### src/common/vbs_defines.svh
`ifndef VBS_DEFINES_SVH
`define VBS_DEFINES_SVH
// Address modifier codes this slave answers (defaults of the top parameters)
`define VBS_AM_A32_DATA 6'h09
`define VBS_AM_A24_DATA 6'h39
`define VBS_AM_A16_DATA 6'h29
// Default slave window: address bits 31..16 compared
`define VBS_BASE_DEFAULT 16'h0000
// Default bus request level
`define VBS_REQ_LEVEL_DEFAULT 2'h3
// Default interrupt level, 3 bits
`define VBS_IRQ_LEVEL_DEFAULT 3'h1
`endif

### src/common/vbs_pkg.sv
package vbs_pkg;
    // Strobes as seen on the bus, true means asserted; write_n and lword_n keep the pin level
    typedef struct packed {
        logic as;
        logic ds0;
        logic ds1;
        logic write_n;
        logic lword_n;
        logic iack;
    } vbs_strobe_s;

    typedef enum logic [1:0] {
        VBS_IDLE = 2'b00,
        VBS_WAIT = 2'b01,
        VBS_RESP = 2'b10,
        VBS_DONE = 2'b11
    } vbs_slave_e;

    typedef enum logic [1:0] {
        VBS_ARB_IDLE = 2'b00,
        VBS_ARB_REQ = 2'b01,
        VBS_ARB_OWN = 2'b10
    } vbs_arb_e;
endpackage : vbs_pkg

### src/rtl/vbs_backplane.sv
`timescale 1ns/1ps
`include "vbs_defines.svh"
// Operation
// - Data lines three-state; driver holds valid data while data strobes asserted.
// - Master encodes transfer in address modifiers; slave decodes them to answer.
// - Addressed slave asserts transfer acknowledge when the transfer completes well.
// - Bus clear asks owner to release; a master may ignore it.
// - Handshake never paced by the system clock line, only strobes and acknowledge.
// - Requester receiving its grant blocks grant out, asserts busy, takes bus.
// - Pending interrupt at acknowledged level blocks acknowledge chain, drives status.
// - Interrupter returns status at requested width, else signals bus error.
module vbs_backplane
    import vbs_pkg::*;
#(
    parameter logic [5:0] AM_A32 = `VBS_AM_A32_DATA,
    parameter logic [5:0] AM_A24 = `VBS_AM_A24_DATA,
    parameter logic [5:0] AM_A16 = `VBS_AM_A16_DATA,
    parameter logic [15:0] BASE = `VBS_BASE_DEFAULT,
    parameter logic [1:0] REQ_LEVEL = `VBS_REQ_LEVEL_DEFAULT,
    parameter logic [2:0] IRQ_LEVEL = `VBS_IRQ_LEVEL_DEFAULT
) (
    // Clock, reset, enable
    input wire logic i_clk,
    input wire logic i_reset_n,
    input wire logic i_ce,
    // Bus strobes (active low pins) and address
    input wire logic i_as_n,
    input wire logic i_ds0_n,
    input wire logic i_ds1_n,
    input wire logic i_write_n,
    input wire logic i_lword_n,
    input wire logic i_iack_n,
    input wire logic [5:0] i_am,
    input wire logic [31:1] i_addr,
    // Data lines
    input wire logic [31:0] i_data,
    output logic [31:0] o_data,
    output logic o_data_oe,
    // Slave response, open drain
    output logic o_dtack_oe,
    output logic o_berr_oe,
    // Arbitration
    input wire logic i_bg_in_n,
    output logic o_bg_out_n,
    input wire logic i_bbsy_n,
    input wire logic i_bclr_n,
    output logic o_br_oe,
    output logic [1:0] o_br_level,
    output logic o_bbsy_oe,
    // Interrupt chain
    input wire logic i_iackin_n,
    output logic o_iackout_n,
    output logic o_irq_oe,
    // User side
    input wire logic i_want_bus,
    input wire logic i_release,
    output logic o_own_bus,
    output logic o_bclr_seen,
    input wire logic i_irq_req,
    input wire logic [31:0] i_status,
    input wire logic [1:0] i_status_width,
    input wire logic [31:0] i_rd_data,
    output logic o_wr_stb,
    output logic [31:0] o_wr_data,
    output logic [31:1] o_wr_addr
);
    // Two-stage synchronisers for every asynchronous pin
    localparam int SW = 6 + 6 + 31 + 32 + 4;
    logic [SW-1:0] sync1;
    logic [SW-1:0] sync2;
    logic [SW-1:0] pins;
    assign pins = {~i_as_n, ~i_ds0_n, ~i_ds1_n, i_write_n, i_lword_n, ~i_iack_n,
                   i_am, i_addr, i_data, ~i_bg_in_n, ~i_bbsy_n, ~i_bclr_n, ~i_iackin_n};
    always_ff @(posedge i_clk) begin
        if (!i_reset_n) begin
            sync1 <= '0;
            sync2 <= '0;
        end else if (i_ce) begin
            sync1 <= pins;
            sync2 <= sync1;
        end
    end

    vbs_strobe_s st;
    logic [5:0] am;
    logic [31:1] addr;
    logic [31:0] wdata;
    logic bg_in;
    logic bbsy;
    logic bclr;
    logic iackin;
    assign {st, am, addr, wdata, bg_in, bbsy, bclr, iackin} = sync2;

    // Slave decode: address only looked at while address strobe asserted
    // strobe qualified decode
    logic am_hit;
    logic sel;
    logic ds_any;
    always_comb begin
        am_hit = (am == AM_A32) || (am == AM_A24) || (am == AM_A16);
        sel = st.as && !st.iack && am_hit && (addr[31:16] == BASE);
        ds_any = st.ds0 || st.ds1;
    end

    // Interrupt acknowledge match and width check
    logic irq_pend;
    logic iack_match;
    logic width_ok;
    logic [1:0] req_width;
    always_comb begin
        req_width = !st.lword_n ? 2'h2 : ((st.ds0 && st.ds1) ? 2'h1 : 2'h0);
        iack_match = st.as && st.iack && iackin && irq_pend && (addr[3:1] == IRQ_LEVEL);
        width_ok = (i_status_width >= req_width);
    end

    // Slave handshake state; paced by strobes only, clock merely samples them
    vbs_slave_e state;
    vbs_slave_e next_state;
    logic [31:0] next_data;
    logic next_oe;
    logic next_dtack;
    logic next_berr;
    logic next_wr;
    logic next_blocked;
    logic blocked;
    always_comb begin
        next_state = state;
        next_data = o_data;
        next_oe = o_data_oe;
        next_dtack = o_dtack_oe;
        next_berr = o_berr_oe;
        next_wr = 1'b0;
        next_blocked = blocked;
        case (state)
            VBS_IDLE: begin
                if (iack_match) begin
                    next_blocked = 1'b1;
                    next_state = VBS_WAIT;
                end else if (sel) begin
                    next_state = VBS_WAIT;
                end
            end
            VBS_WAIT: begin
                // wait for data strobes, no fixed timing
                if (!st.as) begin
                    next_state = VBS_IDLE;
                    next_blocked = 1'b0;
                end else if (ds_any) begin
                    next_state = VBS_RESP;
                    if (blocked) begin
                        if (width_ok) begin
                            next_data = i_status;
                            next_oe = 1'b1;
                            next_dtack = 1'b1;
                        end else begin
                            next_berr = 1'b1;
                        end
                    end else if (!st.write_n) begin
                        next_wr = 1'b1;
                        next_dtack = 1'b1;
                    end else begin
                        next_data = i_rd_data;
                        next_oe = 1'b1;
                        next_dtack = 1'b1;
                    end
                end
            end
            VBS_RESP: begin
                if (!ds_any) begin
                    next_oe = 1'b0;
                    next_dtack = 1'b0;
                    next_berr = 1'b0;
                    next_state = VBS_DONE;
                end
            end
            VBS_DONE: begin
                if (!st.as) begin
                    next_state = VBS_IDLE;
                    next_blocked = 1'b0;
                end
            end
            default: next_state = VBS_IDLE;
        endcase
    end

    always_ff @(posedge i_clk) begin
        if (!i_reset_n) begin
            state <= VBS_IDLE;
            o_data <= 32'h0000_0000;
            o_data_oe <= 1'b0;
            o_dtack_oe <= 1'b0;
            o_berr_oe <= 1'b0;
            o_wr_stb <= 1'b0;
            blocked <= 1'b0;
        end else if (i_ce) begin
            state <= next_state;
            o_data <= next_data;
            o_data_oe <= next_oe;
            o_dtack_oe <= next_dtack;
            o_berr_oe <= next_berr;
            o_wr_stb <= next_wr;
            blocked <= next_blocked;
        end
    end

    // Write capture registers
    always_ff @(posedge i_clk) begin
        if (!i_reset_n) begin
            o_wr_data <= 32'h0000_0000;
            o_wr_addr <= '0;
        end else if (i_ce && next_wr) begin
            o_wr_data <= wdata;
            o_wr_addr <= addr;
        end
    end

    // Interrupt pending: release on acknowledge; new request wins over the clear
    logic next_irq;
    always_comb begin
        next_irq = irq_pend;
        if (state == VBS_WAIT && blocked && ds_any && width_ok) begin
            next_irq = 1'b0;
        end
        if (i_irq_req) begin
            next_irq = 1'b1;
        end
    end
    always_ff @(posedge i_clk) begin
        if (!i_reset_n) begin
            irq_pend <= 1'b0;
        end else if (i_ce) begin
            irq_pend <= next_irq;
        end
    end
    assign o_irq_oe = irq_pend;
    assign o_iackout_n = !(iackin && !blocked && !iack_match);

    // Requester: grant held locally while requesting or owning, passed on when idle
    vbs_arb_e arb;
    vbs_arb_e next_arb;
    always_comb begin
        next_arb = arb;
        case (arb)
            VBS_ARB_IDLE: begin
                if (i_want_bus) begin
                    next_arb = VBS_ARB_REQ;
                end
            end
            VBS_ARB_REQ: begin
                if (bg_in && !bbsy) begin
                    next_arb = VBS_ARB_OWN;
                end
            end
            VBS_ARB_OWN: begin
                // bus clear is only a hint
                if (i_release) begin
                    next_arb = VBS_ARB_IDLE;
                end
            end
            default: next_arb = VBS_ARB_IDLE;
        endcase
    end
    always_ff @(posedge i_clk) begin
        if (!i_reset_n) begin
            arb <= VBS_ARB_IDLE;
        end else if (i_ce) begin
            arb <= next_arb;
        end
    end
    assign o_br_oe = (arb == VBS_ARB_REQ);
    assign o_br_level = REQ_LEVEL;
    assign o_bbsy_oe = (arb == VBS_ARB_OWN);
    assign o_own_bus = (arb == VBS_ARB_OWN);
    assign o_bclr_seen = bclr;
    // block grant while requesting or owning
    assign o_bg_out_n = !(bg_in && arb == VBS_ARB_IDLE);

    // Checks
    a_ack_needs_sel: assert property (@(posedge i_clk) disable iff (!i_reset_n)
        $rose(o_dtack_oe) |-> $past(st.as)) else $error("ack without strobe");
    a_release_after_ds: assert property (@(posedge i_clk) disable iff (!i_reset_n)
        (o_dtack_oe && !ds_any && i_ce && state == VBS_RESP) |=> !o_dtack_oe)
        else $error("ack not released");
    a_data_with_ack: assert property (@(posedge i_clk) disable iff (!i_reset_n)
        (o_dtack_oe && st.write_n) |-> o_data_oe) else $error("no data on read ack");
    a_no_ack_berr: assert property (@(posedge i_clk) disable iff (!i_reset_n)
        !(o_dtack_oe && o_berr_oe)) else $error("ack and error together");
    a_grant_taken: assert property (@(posedge i_clk) disable iff (!i_reset_n)
        (arb == VBS_ARB_REQ && bg_in && !bbsy && i_ce) |=> (o_bbsy_oe && o_bg_out_n))
        else $error("grant not taken");
    a_chain_blocked: assert property (@(posedge i_clk) disable iff (!i_reset_n)
        (state == VBS_RESP && blocked) |-> (o_iackout_n && (o_data_oe || o_berr_oe)))
        else $error("ack chain not held with status");
    a_req_level: assert property (@(posedge i_clk) disable iff (!i_reset_n)
        o_br_oe |-> (o_br_level == REQ_LEVEL && !o_bbsy_oe)) else $error("bad request");
    a_decode_am: assert property (@(posedge i_clk) disable iff (!i_reset_n)
        (state == VBS_IDLE && i_ce && next_state == VBS_WAIT && !iack_match) |-> am_hit)
        else $error("answered bad modifier");
    c_read: cover property (@(posedge i_clk) o_dtack_oe && st.write_n && !blocked);
    c_write: cover property (@(posedge i_clk) o_wr_stb);
    c_iack: cover property (@(posedge i_clk) o_dtack_oe && blocked);
    c_own: cover property (@(posedge i_clk) o_bbsy_oe);
endmodule : vbs_backplane

### config.mk
export PLATFORM = sky130hd
export DESIGN_NAME = vbs_backplane
export DESIGN_NICKNAME = d
export VERILOG_FILES = /design/src/common/vbs_pkg.sv /design/src/rtl/vbs_backplane.sv
export VERILOG_INCLUDE_DIRS = /design/src /design/src/common
export SDC_FILE = /design/constraint.sdc
export NUM_CORES = 1
export LEC_CHECK = 0
export ABC_CLOCK_PERIOD_IN_PS = 2800
export BUFFER_PORTS_ARGS = -buffer_cell sky130_fd_sc_hd__buf_2
export CORE_ASPECT_RATIO = 1.4
export CORE_UTILIZATION = 52
export CTS_CLUSTER_SIZE = 20
export DETAILED_ROUTE_END_ITERATION = 8
export PLACE_DENSITY = 0.79
export SKIP_LAST_GASP = 1
export SYNTH_ARGS = -nofsm -noshare
export SYNTH_HDL_FRONTEND = slang
export SYNTH_SLANG_ARGS = --single-unit
### constraint.sdc
create_clock -name i_clk -period 2.8 [get_ports i_clk]
set_input_delay 0.56 -clock i_clk [delete_from_list [all_inputs] [get_ports i_clk]]
set_output_delay 0.56 -clock i_clk [all_outputs]
set_load 0.01 [all_outputs]
==> results of run 1 <==
[synth_stat cells (2+ instances only)]
| cell type | instances |
|---|---|
| a211oi_1 | 15 |
| a211oi_2 | 30 |
| a21oi_1 | 70 |
| a31oi_1 | 36 |
| and3_1 | 2 |
| buf_1 | 3 |
| buf_2 | 30 |
| buf_4 | 3 |
| buf_6 | 6 |
| clkbuf_1 | 44 |
| dfxtp_1 | 263 |
| ha_1 | 2 |
| inv_1 | 4 |
| mux2i_1 | 182 |
| nand2_1 | 133 |
| nand3_1 | 5 |
| nor2_1 | 165 |
| nor2b_1 | 5 |
| nor4_1 | 4 |
| nor4bb_1 | 2 |
| o21ai_0 | 2 |
| o221ai_1 | 2 |
| or2_2 | 2 |
[path summary, 6_finish.rpt]
| kind | from | end | slack [ns] | cells after the start |
|---|---|---|---|---|
| max | o_irq_oe | o_iackout_n | 0.26 | 4 |
| min | i_bclr_n | sync1[1] | 0.23 | 2 |
| max reg2reg | sync2[77] | o_data[27] | 0.60 | 6 |
| min reg2reg | sync2[20] | o_wr_data[16] | 0.45 | 2 |
[per-layer routing]
| metal | vias to the layer above | share of wire | global-route usage |
|---|---|---|---|
| met1 | 3697 | 0.41 | 0.266 |
| met2 | 224 | 0.51 | 0.414 |
| met4 | 0 | 0.027 | 0.0750 |
| met5 | - | 0 | 0 |
| met3 | 43 | 0.055 | 0.0391 |
| li1 | 3952 | - | - |
[logic make-up after synthesis]
family / share of synthesized area
simple gates: 0.130
flops: 0.525
mux: 0.182
compound gates: 0.117
buf+inv: 0.0434
fa+ha+maj: 0.00249
other cells: 0.000374
[where the power goes]
part	total, uW	switching [uW]	internal [uW]
logic	493	259	234
clock network	3190	1350	1840
registers	3920	65.2	3850
total	7600	1670	5930
[worst max-delay path, cell delays in order (launching register included)]
cell	delay, ns
dfxtp_1	0.44
nor4bb_1	0.58
nand3_1	0.14
nand3b_1	0.16
buf_2	0.15
[metrics by stage]
step | util | hold slack (ns) | std cells
5_1_grt | 0.650 | 0.222 | 1502
3_5_place_dp | 0.609 | 0.445 | 1463
3_3_place_gp | 0.609 | 0.436 | 1463
6_report | 0.650 | 0.226 | 1502
2_1_floorplan | - | 0.431 | 1030
4_1_cts | 0.650 | 0.210 | 1502
[registers in the layout (all words and copies together), names as in the netlist, 2 cells and up, named ones only]
register   cells
sync2         79
sync1         79
o_wr_addr     31
o_data        32
arb            2
o_wr_data     32
[cell type report]
type | count | area (sq um) | share of cell area
inverters | 5 | 26.3 | 0.00216
clock buffers | 33 | 706 | 0.0579
clock inverters | 6 | 57.6 | 0.00472
well taps | 244 | 305 | 0.0251
flip-flops and latches | 263 | 5270 | 0.432
repair buffers | 275 | 1480 | 0.122
multi-input cells | 676 | 4340 | 0.356
==> results.py, run 1 <==
metrics = {
    "power": {
        "power_uw": 7600,
        "p_per_area_nw_per_um2": 624,
        "vdd_drop_max_mv": 0.541,
        "p_leak_uw": 0.00536,
    },
    "logic_synthesis": {
        "netlist_top_cells_area": "dfxtp_1, mux2i_1, nor2_1",
        "syn_inst": 1029,
        "synth_edf_count": 0,
        "yosysTopAreaCell": "dfxtp_1",
        "yosys_warnings": 0,
        "ys_types": 42,
        "ys.flop_type": "dfxtp_1",
        "synthArstFlopShare": 0,
        "yosysTopAreaCellShare": 0.525,
        "yosysSeqAreaShare": 0.525,
        "ys_ff_latch": 263,
        "avgSynthCellArea_sq_um": 9.75,
        "syn_area_sq_um": 10000,
    },
    "sta": {
        "finClkSkew_ns": 0.00538,
        "setup_viol": 0,
        "period_minus_slack_ns": 2.54,
        "layout_setup_ws_ns": 0.264,
        "tightest_slew_ns": 0.576,
        "max_clock_freq_mhz": 394,
        "relSlewSlack": 0.611,
        "rsz0062_at_grt": "false",
        "finalCritPeriodShare": 0.906,
        "maxSlewViolCount": 0,
        "fin_setup_tns_ns": 0,
        "hold_violations": 0,
    },
    "critical_path": {
        "cp.arrival_ns": 1.98,
        "cp-start-kind": "flop",
        "crit_type": "reg2out",
        "endpoint_kind": "output pin",
        "cp.required_ns": 2.24,
        "cp_max_fo": 3,
    },
    "floorplanning": {
        "fp.dieH_um": 166,
        "io_pins": 259,
        "core-area_sq_um": 18800,
        "initial_utilization": 0.535,
        "placementRows": 59,
        "die_area_sq_um": 19900,
        "die_w_um": 119,
    },
    "layout": {
        "final_area_sq_um": 12200,
        "final_common_cell": "dfxtp_1",
        "fin_nets": 1399,
        "antenna_cells": 0,
        "syn_to_final_growth_pct": 21.5,
        "fill_cells": 1565,
        "drive_gt1_frac": 0.279,
        "final_cell_mix": "dfxtp_1, buf_2, mux2i_1",
    },
    "detailed_routing": {
        "drt-initial-drc-count": 518,
        "ant_nets": 0,
        "wl_per_cell_um": 15.4,
        "drc": 0,
        "via_count": 7916,
        "postRouteWirelength_mm": 23.1,
        "via_per_inst": 5.27,
        "first_pass_iters": 4,
    },
    "place": {
        "pre_cts_ws_ns": 0.435,
        "io_buffers": 256,
        "dp_hpwl_mm": 15.7,
        "dpl_cell_area_sq_um": 11400,
        "routabilityCongestion": 0.780,
    },
    "global_routing": {
        "grt_max_degree": 79,
        "grt_pass1_vias": 7667,
        "antenna_found_initial": 0,
        "gr-total-overflow": 0,
        "grt_pass1_wl_mm": 37.1,
        "grt_use_total": 0.227,
    },
    "clock_tree": {
        "clkTransAtPathRegs_ns": 0.06,
        "root_buffer": "clkbuf_16",
        "cts_tree": "yes",
        "cts_sinks": 263,
        "clkLatencyLatePin_ns": 0.51,
        "postCtsSetupRepairBufs": 0,
        "cts.htree.levels": 1,
        "numCtsBuffers": 25,
        "post_cts_resized": 0,
        "clockBufferDepth": 3,
        "hold_buffers": 0,
    },
    "job": {
        "drv_cap": 0,
    },
    "run_status": {
        "outcome": "finished clean",
    },
    "hold_path": {
        "hold_class": "in2reg",
    },
}
Power figures use the tool's default switching activity.
==> run 2, diff against run 1 <==
--- a/config.mk
+++ b/config.mk
@@ -12,7 +12,8 @@
 export CORE_UTILIZATION = 52
 export CTS_CLUSTER_SIZE = 20
 export DETAILED_ROUTE_END_ITERATION = 8
-export PLACE_DENSITY = 0.79
+export PLACE_DENSITY = 0.81
+export REMOVE_ABC_BUFFERS = 1
 export SKIP_LAST_GASP = 1
 export SYNTH_ARGS = -nofsm -noshare
 export SYNTH_HDL_FRONTEND = slang
==> results.py, run 2 (synthesis results as in run 1) <==
metrics = {
    "run_status": {
        "outcome": "finished clean",
    },
    "place": {
        "dp_hpwl_mm": 14.8,
        "routabilityCongestion": 0.793,
        "io_buffers": 256,
    },
    "job": {
        "drv_cap": 0,
    },
    "sta": {
        "finalCritPeriodShare": 0.821,
        "tightest_slew_ns": 0.651,
        "rsz0062_at_grt": "false",
        "finClkSkew_ns": 0.00724,
        "period_minus_slack_ns": 2.30,
        "relSlewSlack": 0.566,
        "max_clock_freq_mhz": 435,
        "setup_viol": 0,
        "hold_violations": 0,
        "maxSlewViolCount": 0,
    },
    "critical_path": {
        "endpoint_kind": "output pin",
        "cp.arrival_ns": 1.74,
        "crit_chain": "nor4bb_1 > nand3_1 > nand3b_1 > buf_2",
        "cp_top_family": "simple AND/OR/NAND/NOR gates",
        "cp.required_ns": 2.24,
        "r2r_cells": 7,
        "slowest_stage": "nor4bb_1",
        "path_depth": 4,
        "critical_path_buf_inv_count": 1,
        "cp-start-kind": "flop",
        "critPathMaxStageDelay_ns": 0.46,
        "worst-r2r-setup-slack_ns": 0.68,
        "cp_max_fo": 3,
        "crit_type": "reg2out",
    },
    "clock_tree": {
        "postCtsSetupRepairBufs": 0,
        "hold_buffers": 0,
        "numCtsBuffers": 24,
        "clkTransAtPathRegs_ns": 0.06,
        "clockBufferDepth": 3,
        "cts_sinks": 263,
        "cts_tree": "yes",
        "post_cts_resized": 0,
        "cts.htree.levels": 1,
        "root_buffer": "clkbuf_16",
        "clkLatencyLatePin_ns": 0.50,
    },
    "floorplanning": {
        "initial_utilization": 0.535,
        "core-area_sq_um": 18800,
        "die_area_sq_um": 19900,
        "die_w_um": 119,
        "placementRows": 59,
        "io_pins": 259,
        "fp.dieH_um": 166,
    },
    "layout": {
        "multi_input_comb_area_sq_um": 4340,
        "seq_area_sq_um": 5270,
        "fill_cells": 1515,
        "syn_to_final_growth_pct": 22.0,
        "reg.largest.list": "sync1 (79), sync2 (79)",
        "final_common_cell": "dfxtp_1",
        "final_cell_mix": "dfxtp_1, buf_2, mux2i_1",
        "final_util": 0.653,
        "fin_nets": 1391,
        "drive_gt1_frac": 0.278,
    },
    "global_routing": {
        "grt_use_total": 0.217,
        "antenna_found_initial": 5,
        "grt_max_degree": 112,
        "grt_pass1_wl_mm": 35.9,
        "gr-total-overflow": 0,
        "grt_pass1_vias": 7594,
    },
    "detailed_routing": {
        "first_pass_iters": 5,
        "drt-initial-drc-count": 331,
        "wl_per_cell_um": 14.7,
        "ant_nets": 0,
        "drc": 0,
        "via_count": 7821,
        "via_per_inst": 5.21,
        "postRouteWirelength_mm": 22.1,
    },
    "power": {
        "vdd_drop_max_mv": 0.630,
        "p_leak_uw": 0.00538,
        "p_per_area_nw_per_um2": 639,
        "power_uw": 7810,
    },
    "hold_path": {
        "hold_class": "in2reg",
        "whs_path_depth": 2,
    },
}
run 2: changes by cell type in the layout (fill, tap and decap cells not counted), sizes merged:
| cell | previous run | this run |
|---|---|---|
| buf | 274 | 268 |
| diode | 0 | 3 |
| bufinv | 1 | 3 |
| clkinv | 4 | 6 |
| clkbuf | 34 | 33 |
run 2: worst paths after layout:
kind                       from       endpoint
setup reg to reg      sync2[77]     o_dtack_oe
hold / removal          i_ds0_n      sync1[77]
hold reg to reg   o_wr_addr[25]  o_wr_addr[25]
setup / recovery       o_irq_oe    o_iackout_n
run 2: area by class of cell:
type | instances | share of cell area
clock buffers | 33 | 0.0585
diodes | 3 | 0.000613
inverters | 5 | 0.00215
multi-input cells | 676 | 0.355
flip-flops and latches | 263 | 0.430
repair buffers | 268 | 0.118
clock inverters | 10 | 0.0107
well taps | 244 | 0.0249
run 2: layer usage:
metal  track usage  up-vias  share of wire
met4        0.0652        4          0.021
li1              -     3940              -
met5             0        -         0.0010
met3        0.0598       40          0.075
met2         0.390      235           0.49
met1         0.249     3602           0.41
run 2: per-stage QoR:
| step | setup slack, ns | setup TNS [ns] | hold slack (ns) | instance area (sq um) | std cells |
|---|---|---|---|---|---|
| after detailed placement | 0.551 | 0 | 0.443 | 11400 | 1456 |
| after global routing | 0.351 | 0 | 0.210 | 12200 | 1500 |
| after floorplan | -0.260 | -61.31 | 0.431 | 9620 | 944 |
| after global placement | 0.611 | 0 | 0.438 | 11400 | 1456 |
| final | 0.500 | 0 | 0.231 | 12200 | 1502 |
| after CTS | 0.447 | 0 | 0.216 | 12200 | 1499 |
run 2: worst reg2reg max path: cells and delay by family, from the launching register on:
family / cells / cell delay [ns]
adders and majority gates: 1 / 0.25
and+or+nand+nor: 2 / 0.37
buffers and inverters: 1 / 0.25
DFF: 1 / 0.35
AOI/OAI and AO/OA: 3 / 0.80
run 2: power by group:
group          internal, uW  switching (uW)  leakage [uW]
sequential             3850            63.8       0.00214
clock                  2060            1350      0.000420
combinational           232             253       0.00281
total                  6150            1670       0.00538
